File: src/odsl_consts.vh
`ifndef ODSL_CONSTS_VH
`define ODSL_CONSTS_VH
`define ODSL_WORD_BITS 16
`define ODSL_CNT_BITS 5
`define ODSL_NUM_DACS 8
`define ODSL_DATA_BITS 8
`define ODSL_ADDR_BITS 3
`define ODSL_ADDR_MSB 14
`define ODSL_DATA_MSB 11
`define ODSL_CTRL_BIT 15
`define ODSL_BUF_BIT 2
`define ODSL_VDD_BIT 3
`define ODSL_QUAD_SEL_BIT 0
`define ODSL_REF_UNBUF 2'h0
`define ODSL_REF_BUF 2'h1
`define ODSL_REF_SUPPLY 2'h2
`endif

File: src/odsl_sync.v
`timescale 1ns/1ns
// Two-stage synchroniser bank; the first stage feeds only the second.
module odsl_sync #(
  parameter WIDTH = 4
) (
  input wire i_clk,
  input wire i_rstn,
  input wire [WIDTH-1:0] i_async,
  output reg [WIDTH-1:0] o_sync
);
  reg [WIDTH-1:0] meta_r;
  always @(posedge i_clk)
  begin
    if (!i_rstn)
    begin
      meta_r <= {WIDTH{1'b1}};
      o_sync <= {WIDTH{1'b1}};
    end
    else
    begin
      meta_r <= i_async;
      o_sync <= meta_r;
    end
  end
endmodule

File: src/odsl_top.v
// Functional notes
// - Low update strobe copies every input register into its DAC register.
// - One low strobe pulse updates all channels with new data together.
// - Strobe held low loads DAC registers continuously without pulses.
// - Frame select falling enables clock and data buffers and shifter.
// - One bit captured per falling serial clock edge, sixteen per frame.
// - Frame select rising before sixteenth edge aborts; nothing changes.
// - Shift register is exactly sixteen bits, shifting on falling clock.
// - After a complete write, input buffers power down until select falls.
// - Each quad picks buffered, unbuffered or supply reference from bits.
// - DAC register codes are unsigned straight binary.
`timescale 1ns/1ns
`include "odsl_consts.vh"
module odsl_top #(
  parameter DATA_BITS = `ODSL_DATA_BITS
) (
  input wire I_SYS_CLK,
  input wire I_RSTN,
  input wire I_FRAME_SEL_N,
  input wire I_SER_CLK,
  input wire I_SER_DATA,
  input wire I_OUTPUT_UPDATE_STROBE_N,
  output reg [`ODSL_NUM_DACS*DATA_BITS-1:0] O_DAC_CODES,
  output reg [`ODSL_NUM_DACS*DATA_BITS-1:0] O_INPUT_CODES,
  output reg O_INPUT_BUF_EN,
  output reg [3:0] O_QUAD_REF_MODE,
  output reg O_WORD_VALID,
  output reg O_FRAME_ABORT
);
  ////////////////////////////////////////////////////////////////////////////
  // Bench the serial clock far below the sampling clock; at the 30 MHz limit
  // a 25 MHz sampler would miss edges, which this block cannot detect.
  wire [3:0] sync_w;
  odsl_sync #(.WIDTH(4)) u_sync (
    .i_clk(I_SYS_CLK),
    .i_rstn(I_RSTN),
    .i_async({I_FRAME_SEL_N, I_SER_CLK, I_SER_DATA, I_OUTPUT_UPDATE_STROBE_N}),
    .o_sync(sync_w)
  );
  wire sel_n = sync_w[3];
  wire sclk = sync_w[2];
  wire sdin = sync_w[1];
  wire upd_n = sync_w[0];

  function [1:0] ref_mode;
    input buf_bit;
    input vdd_bit;
    begin
      if (vdd_bit)
        ref_mode = `ODSL_REF_SUPPLY;
      else if (buf_bit)
        ref_mode = `ODSL_REF_BUF;
      else
        ref_mode = `ODSL_REF_UNBUF;
    end
  endfunction

  ////////////////////////////////////////////////////////////////////////////
  reg sel_n_d_r;
  reg sclk_d_r;
  reg active_r;
  reg [`ODSL_WORD_BITS-1:0] shift_r;
  reg [`ODSL_CNT_BITS-1:0] cnt_r;
  wire [`ODSL_NUM_DACS-1:0] wr_ch;
  integer k;
  wire sel_fall = sel_n_d_r & ~sel_n;
  wire sel_rise = ~sel_n_d_r & sel_n;
  wire sclk_fall = sclk_d_r & ~sclk;
  wire [`ODSL_WORD_BITS-1:0] shift_nxt = {shift_r[`ODSL_WORD_BITS-2:0], sdin};
  wire last_bit = (cnt_r == `ODSL_WORD_BITS - 1);
  wire take_bit = active_r & ~sel_n & sclk_fall;
  wire word_done = take_bit & last_bit;
  wire [`ODSL_ADDR_BITS-1:0] word_addr =
    shift_nxt[`ODSL_ADDR_MSB:`ODSL_ADDR_MSB-`ODSL_ADDR_BITS+1];
  wire [DATA_BITS-1:0] word_data = shift_nxt[`ODSL_DATA_MSB:`ODSL_DATA_MSB-DATA_BITS+1];
  wire is_ctrl = shift_nxt[`ODSL_CTRL_BIT];

  always @(posedge I_SYS_CLK)
  begin
    if (!I_RSTN)
    begin
      sel_n_d_r <= 1'b1;
      sclk_d_r <= 1'b1;
      active_r <= 1'b0;
      shift_r <= {`ODSL_WORD_BITS{1'b0}};
      cnt_r <= {`ODSL_CNT_BITS{1'b0}};
      O_INPUT_BUF_EN <= 1'b0;
      O_WORD_VALID <= 1'b0;
      O_FRAME_ABORT <= 1'b0;
      O_QUAD_REF_MODE <= 4'h0;
    end
    else
    begin
      sel_n_d_r <= sel_n;
      sclk_d_r <= sclk;
      O_WORD_VALID <= word_done;
      O_FRAME_ABORT <= active_r & sel_rise;
      if (sel_fall)
      begin
        active_r <= 1'b1;
        O_INPUT_BUF_EN <= 1'b1;
        cnt_r <= {`ODSL_CNT_BITS{1'b0}};
      end
      else if (sel_rise | word_done)
      begin
        active_r <= 1'b0;
        O_INPUT_BUF_EN <= 1'b0;
        cnt_r <= {`ODSL_CNT_BITS{1'b0}};
      end
      else if (take_bit)
      begin
        shift_r <= shift_nxt;
        cnt_r <= cnt_r + 1'b1;
      end
      if (word_done & is_ctrl)
      begin
        if (shift_nxt[`ODSL_QUAD_SEL_BIT])
          O_QUAD_REF_MODE[3:2] <= ref_mode(shift_nxt[`ODSL_BUF_BIT],
            shift_nxt[`ODSL_VDD_BIT]);
        else
          O_QUAD_REF_MODE[1:0] <= ref_mode(shift_nxt[`ODSL_BUF_BIT],
            shift_nxt[`ODSL_VDD_BIT]);
      end
    end
  end

  ////////////////////////////////////////////////////////////////////////////
  // Input registers are written only by a complete word; DAC registers follow
  // when the strobe is low, so holding it low gives continuous update.
  // One process drives both code buses so that each has a single driver.
  genvar g;
  generate
    for (g = 0; g < `ODSL_NUM_DACS; g = g + 1)
    begin : g_ch
      assign wr_ch[g] = word_done & ~is_ctrl & (word_addr == g);
    end
  endgenerate

  always @(posedge I_SYS_CLK)
  begin
    if (!I_RSTN)
    begin
      O_INPUT_CODES <= {(`ODSL_NUM_DACS*DATA_BITS){1'b0}};
      O_DAC_CODES <= {(`ODSL_NUM_DACS*DATA_BITS){1'b0}};
    end
    else
    begin
      for (k = 0; k < `ODSL_NUM_DACS; k = k + 1)
      begin
        if (wr_ch[k])
          O_INPUT_CODES[k*DATA_BITS +: DATA_BITS] <= word_data;
        if (!upd_n)
          O_DAC_CODES[k*DATA_BITS +: DATA_BITS] <=
            O_INPUT_CODES[k*DATA_BITS +: DATA_BITS];
      end
    end
  end
endmodule

File: config.mk
export PLATFORM = sky130hd
export DESIGN_NAME = odsl_top
export DESIGN_NICKNAME = d
export VERILOG_FILES = /design/src/odsl_sync.v /design/src/odsl_top.v
export VERILOG_INCLUDE_DIRS = /design/src /design/src/src
export SDC_FILE = /design/constraint.sdc
export NUM_CORES = 1
export LEC_CHECK = 0
export BUFFER_PORTS_ARGS = -buffer_cell sky130_fd_sc_hd__buf_2
export CAP_MARGIN = 20
export CORE_MARGIN = 4
export CORE_UTILIZATION = 25
export CTS_CLUSTER_DIAMETER = 50
export DETAILED_ROUTE_END_ITERATION = 10
export PLACE_DENSITY_LB_ADDON = 0.25
export SYNTH_ARGS = -nofsm -noshare
export SYNTH_HDL_FRONTEND = slang
export SYNTH_SLANG_ARGS = --single-unit
export TNS_END_PERCENT = 50
File: constraint.sdc
create_clock -name I_SYS_CLK -period 3.1 [get_ports I_SYS_CLK]
set_clock_uncertainty 0.15 [all_clocks]
set_input_delay 0.31 -clock I_SYS_CLK [delete_from_list [all_inputs] [get_ports I_SYS_CLK]]
set_output_delay 0.31 -clock I_SYS_CLK [all_outputs]
set_load 0.005 [all_outputs]
==> results of run 1 <==
-- worst min-delay path by stage --
stage | start | to | slack, ps | cells past startpoint
finish | I_RSTN | O_INPUT_CODES[47] | 180 | 3
CTS | I_RSTN | O_INPUT_CODES[47] | 150 | 3
global route | I_RSTN | O_INPUT_CODES[47] | 180 | 3
detailed placement | u_sync.meta_r[0] | u_sync.o_sync[0] | 240 | 1
floorplan | u_sync.meta_r[0] | u_sync.o_sync[0] | 240 | 1
global placement | u_sync.meta_r[0] | u_sync.o_sync[0] | 240 | 1
-- layout by cell type, fill, tap and decap left out, types with 10 or more instances in the layout --
master	Yosys	routed
nand3_1	21	21
clkbuf_16	0	17
o21ai_0	21	21
nand2_1	75	75
nand2b_1	12	12
a21oi_1	23	23
nor2_1	66	66
mux2i_1	128	128
buf_4	2	10
dfxtp_1	165	164
buf_2	11	140
-- layer usage --
metal / part of all wire, % / global-route usage (%) / up-vias
li1: - / - / 2267
met2: 45 / 18.4 / 98
met1: 49 / 16.7 / 2138
met3: 5.1 / 2.81 / 10
met5: 0 / 0 / -
met4: 0.89 / 3.43 / 0
-- timing repair --
action,in CTS,in global routing
resized for setup,0,0
setup buffers,0,0
hold buffers,4,0
endpoints found under the hold margin,4,0
-- worst max-delay path: cells and delay by family (launching register included) --
| family | cells | cell delay (ps) |
|---|---|---|
| and+or+nand+nor | 2 | 800 |
| adders and majority gates | 2 | 500 |
| DFF | 1 | 380 |
| muxes | 1 | 160 |
| buffers and inverters | 1 | 150 |
-- state kept, by name (all words and copies together), names as in the netlist --
signal	flops
u_sync.o_sync	4
O_QUAD_REF_MODE	4
u_sync.meta_r	4
O_INPUT_CODES	64
active_r	1
shift_r	15
sclk_d_r	1
cnt_r	5
O_WORD_VALID	1
O_DAC_CODES	64
O_FRAME_ABORT	1
sel_n_d_r	1
-- through the flow --
step	instance area (um2)	instances	worst slack (ps)	power [mW]
5_1_grt	7710	1058	679	4.46
2_1_floorplan	6080	590	1050	2.24
3_3_place_gp	7100	1022	876	2.27
3_5_place_dp	7100	1022	836	2.27
4_1_cts	7710	1058	807	4.36
6_report	7710	1058	821	4.28
-- area by class of cell --
cell class              instances  area, um2
repair buffers                155        836
clock inverters                13        123
inverters                       6       22.5
well taps                     319        399
clock buffers                  19        453
multi-input cells             381       2570
fillers                      2550      16000
flip-flops and latches        165       3310
-- power by group --
part	internal (mW)	switching, mW	leakage, nW
Sequential	2.12	0.0147	1.33
Clock	1.16	0.897	0.273
Combinational	0.0324	0.0533	2.32
Total	3.32	0.965	3.93
-- kinds of logic (layout without fill, tap and decap cells) --
kind of cell    after synthesis  in the layout  synth area share, %
simple gates                202            202                 16.5
flops                       165            165                 54.3
mux                         128            128                 21.1
compound gates               47             47                 4.01
buf+inv                      44            193                 3.33
fa+ha+maj                     2              2                0.412
xor+xnor                      2              2                0.288
==> run summary, run 1 <==
Total clock sinks - 165
Total Neg Setup Slack - 0 ps
Setup crit start kind - register
Flop2flop setup slack - 820 ps
Synth warn - 0
Fraction of layout cells with a size suffix above 1 - 26.9%
Crit path DAT - 2400 ps
CTS tree - yes
Reg2reg start - cnt_r[0]
Die width - 164 um
Total core area - 0.0237 mm2
Max stage delay on crit path - 640 ps
Final hold violations - 0
Syn_nets - 598
Final min period - 2280 ps
RSZ-0062 raised after global routing - false
Port bufs - 140
Post-Synthesis Cells - 590
Cell mode on critical path - ha_1
Status - complete, no violations
Worst path required time - 3230 ps
DRC violations left - 0
Most used DFF post-synth - dfxtp_1
Worst setup startpoint - cnt_r[0]
Root buffer cell - clkbuf_16
Maximum VDD drop - 0.000277 V
Ant. Diodes - 0
Final wirelength - 16000 um
Final Setup Violations - 0
WHS - 175 ps
Clk_lat worst skew - 410 ps
Largest net degree at the start of global routing - 52
CP max FO - 9
FF-to-FF End - O_INPUT_CODES[61]
P&R area growth vs syn - 26.9%
Routed Antenna Nets - 0
CTS Buf Count - 17
Gp weighted congestion - 0.720
Leakage power - 3.93 nW
F_max - 0.439 GHz
Max clock buf depth - 2
Synth area leader - dfxtp_1
Initial Util - 25.7%
Mean Syn Cell Area - 10.3 um2
Vias per Instance - 4.27
Cell Rows - 56
Pins Over Slew Limit - 0
Util after Layout - 32.6%
Number of global-route vias before repair - 4248
GRT Total Usage - 11.9%
Top-count cell post-synth - dfxtp_1
HPWL Detailed - 11000 um
Area share of the largest cell type after synthesis - 54.3%
Grt ovf - 0
Top post-synthesis cells by area - dfxtp_1 (54%), mux2i_1 (21%), nand2_1 (4.6%)
Post-synth EDFFs - 0
CP Capture Type - register
Synth unique cells - 36
CP max stage cell - or4_4
Worst slew pin tran - 643 ps
Drt initial violations - 321
Final period util - 73.5%
Reg2reg path depth - 6
Async SR Flop Fraction - 0%
Die area - 0.0269 mm2
Routed len/inst - 15.1 um
Nets@finish - 734
Initial antenna violation count - 0
Pre-antenna DRT Iters - 4
Yosys reg bits - 165
Min-Delay Path Class - input pin to register
Crit-path cells - ha_1, and3_1, ha_1, inv_1, or4_4, mux2i_1
I/O pin cnt - 141
Synth top cells by count - dfxtp_1 (165), mux2i_1 (128), nand2_1 (75)
Worst-path clk slew - 60 ps
Vias - 4513
Die Ht - 164 um
Syn Std Cell Area - 0.00608 mm2
H-Tree Depth - 4
Global-route wire length before repair - 24900 um
Relative slew slack - 57.1%
Critical Path Sink - O_INPUT_CODES[61]
Max-cap violations - 0
Sequential fraction of the synthesis area - 54.3%
Power per cell area - 555 mW/mm2
CP Class - register to register
Power figures use the tool's default switching activity.
==> inputs of run 2 (changes only) <==
==> constraint.sdc (replaced) <==
create_clock -name I_SYS_CLK -period 2.4 [get_ports I_SYS_CLK]
set_clock_uncertainty 0.15 [all_clocks]
set_input_delay 0.24 -clock I_SYS_CLK [delete_from_list [all_inputs] [get_ports I_SYS_CLK]]
set_output_delay 0.24 -clock I_SYS_CLK [all_outputs]
set_load 0.005 [all_outputs]
==> run summary, run 2 (same netlist as run 1, synthesis figures left out) <==
Nets@finish - 736
Total core area - 0.0237 mm2
Worst path required time - 2530 ps
Global-route wire length before repair - 25500 um
Leakage power - 3.98 nW
Total clock sinks - 165
HPWL Detailed - 11100 um
Final wirelength - 16100 um
Commonest non-fill, non-tap cell in the layout - dfxtp_1
Crit-path leading delay family - simple AND/OR/NAND/NOR gates
Final Setup Violations - 0
Gp weighted congestion - 0.712
Drt initial violations - 324
Setup bufs post-CTS - 0
Routed len/inst - 15.2 um
CP bufs+invs - 0
CTS resizes - 0
Die width - 164 um
Largest net degree at the start of global routing - 34
Final period util - 87.2%
Final min period - 2090 ps
Vias per Instance - 4.31
Maximum VDD drop - 0.000395 V
Largest regs - O_DAC_CODES (64), O_INPUT_CODES (64), shift_r (15)
RSZ-0062 raised after global routing - false
CP max stage cell - or3b_2
Initial antenna violation count - 0
Root buffer cell - clkbuf_16
DRC violations left - 0
Max-cap violations - 0
Status - complete, no violations
CTS tree - yes
Pre-antenna DRT Iters - 4
Fraction of layout cells with a size suffix above 1 - 27.0%
Min-Delay Path Class - input pin to register
I/O pin cnt - 141
P&R area growth vs syn - 28.7%
Cell Rows - 56
Crit path DAT - 2230 ps
Crit-path cells - ha_1, and3_1, ha_1, or3b_2, o21ai_0, a21oi_1
Ant. Diodes - 0
Setup crit start kind - register
Max stage delay on crit path - 600 ps
Number of fill cells - 2537
Pins Over Slew Limit - 0
Grt ovf - 0
CP Capture Type - register
Initial Util - 25.7%
Die Ht - 164 um
Port bufs - 140
CP max FO - 15
Routed Antenna Nets - 0
Worst-path clk slew - 70 ps
Relative slew slack - 63.0%
Power per cell area - 752 mW/mm2
Worst slew pin tran - 554 ps
Clk_lat worst skew - 420 ps
Die area - 0.0269 mm2
WHS - 180 ps
Highest-count cells in the layout ignoring fill and taps - dfxtp_1 (164), buf_2 (140), mux2i_1 (128), nand2_1 (75), nor2_1 (66)
Max clock buf depth - 2
Vias - 4565
GRT Total Usage - 12.3%
Final hold violations - 0
F_max - 0.478 GHz
H-Tree Depth - 4
CP Class - register to register
Total Neg Setup Slack - 0 ps
Number of global-route vias before repair - 4452
CTS Buf Count - 17
Cell mode on critical path - ha_1
## run 2: layer usage
metal / routed length, um / GRT usage, % / vias to the layer above
met5: 0 / 0 / -
met4: 196 / 4.12 / 0
met3: 768 / 3.01 / 16
met2: 7430 / 19.6 / 92
met1: 7720 / 16.3 / 2177
li1: - / - / 2280
## run 2: layout make-up
type | count | area (um2) | area share (%)
clock buffer | 18 | 429 | 5.49
sequential | 165 | 3310 | 42.3
tap | 319 | 399 | 5.10
timing repair buffer | 157 | 876 | 11.2
clock inverter | 14 | 215 | 2.75
inverter | 6 | 22.5 | 0.288
multi-input combinational | 381 | 2570 | 32.9
## run 2: worst register-to-register path, cell delays in order, from the launching register on
cell and delay (ps):
dfxtp_1 330, ha_1 210, and3_1 180, ha_1 200
or3b_2 600, o21ai_0 200, a21oi_1 80
## run 2: worst paths after layout
kind / from / end / slack (ps) / depth (start not counted)
min: I_RSTN / O_INPUT_CODES[17] / 180 / 3
max: cnt_r[0] / shift_r[14] / 310 / 6
min reg2reg: u_sync.meta_r[0] / u_sync.o_sync[0] / 250 / 1
max reg2reg: cnt_r[0] / shift_r[14] / 310 / 6
## run 2: what timing repair did
action,4_1_cts,5_1_grt
endpoints found under the hold margin,4,0
setup endpoints to repair,0,0
hold buffers,4,0
## run 2: metrics by stage
stage	power (mW)	area (um2)	util (%)	cells	setup slack, ps
after floorplan	2.90	6080	-	590	351
after global placement	2.94	7140	30.1	1024	322
after detailed placement	2.94	7140	30.1	1024	317
after CTS	5.99	7820	33.0	1060	305
after global routing	6.12	7820	33.0	1060	160
final	5.89	7820	33.0	1060	307
## run 2: power breakdown
group          switching, mW  internal [mW]
Combinational         0.0786         0.0476
Clock                   1.23           1.78
Sequential            0.0114           2.74
Total                   1.32           4.57
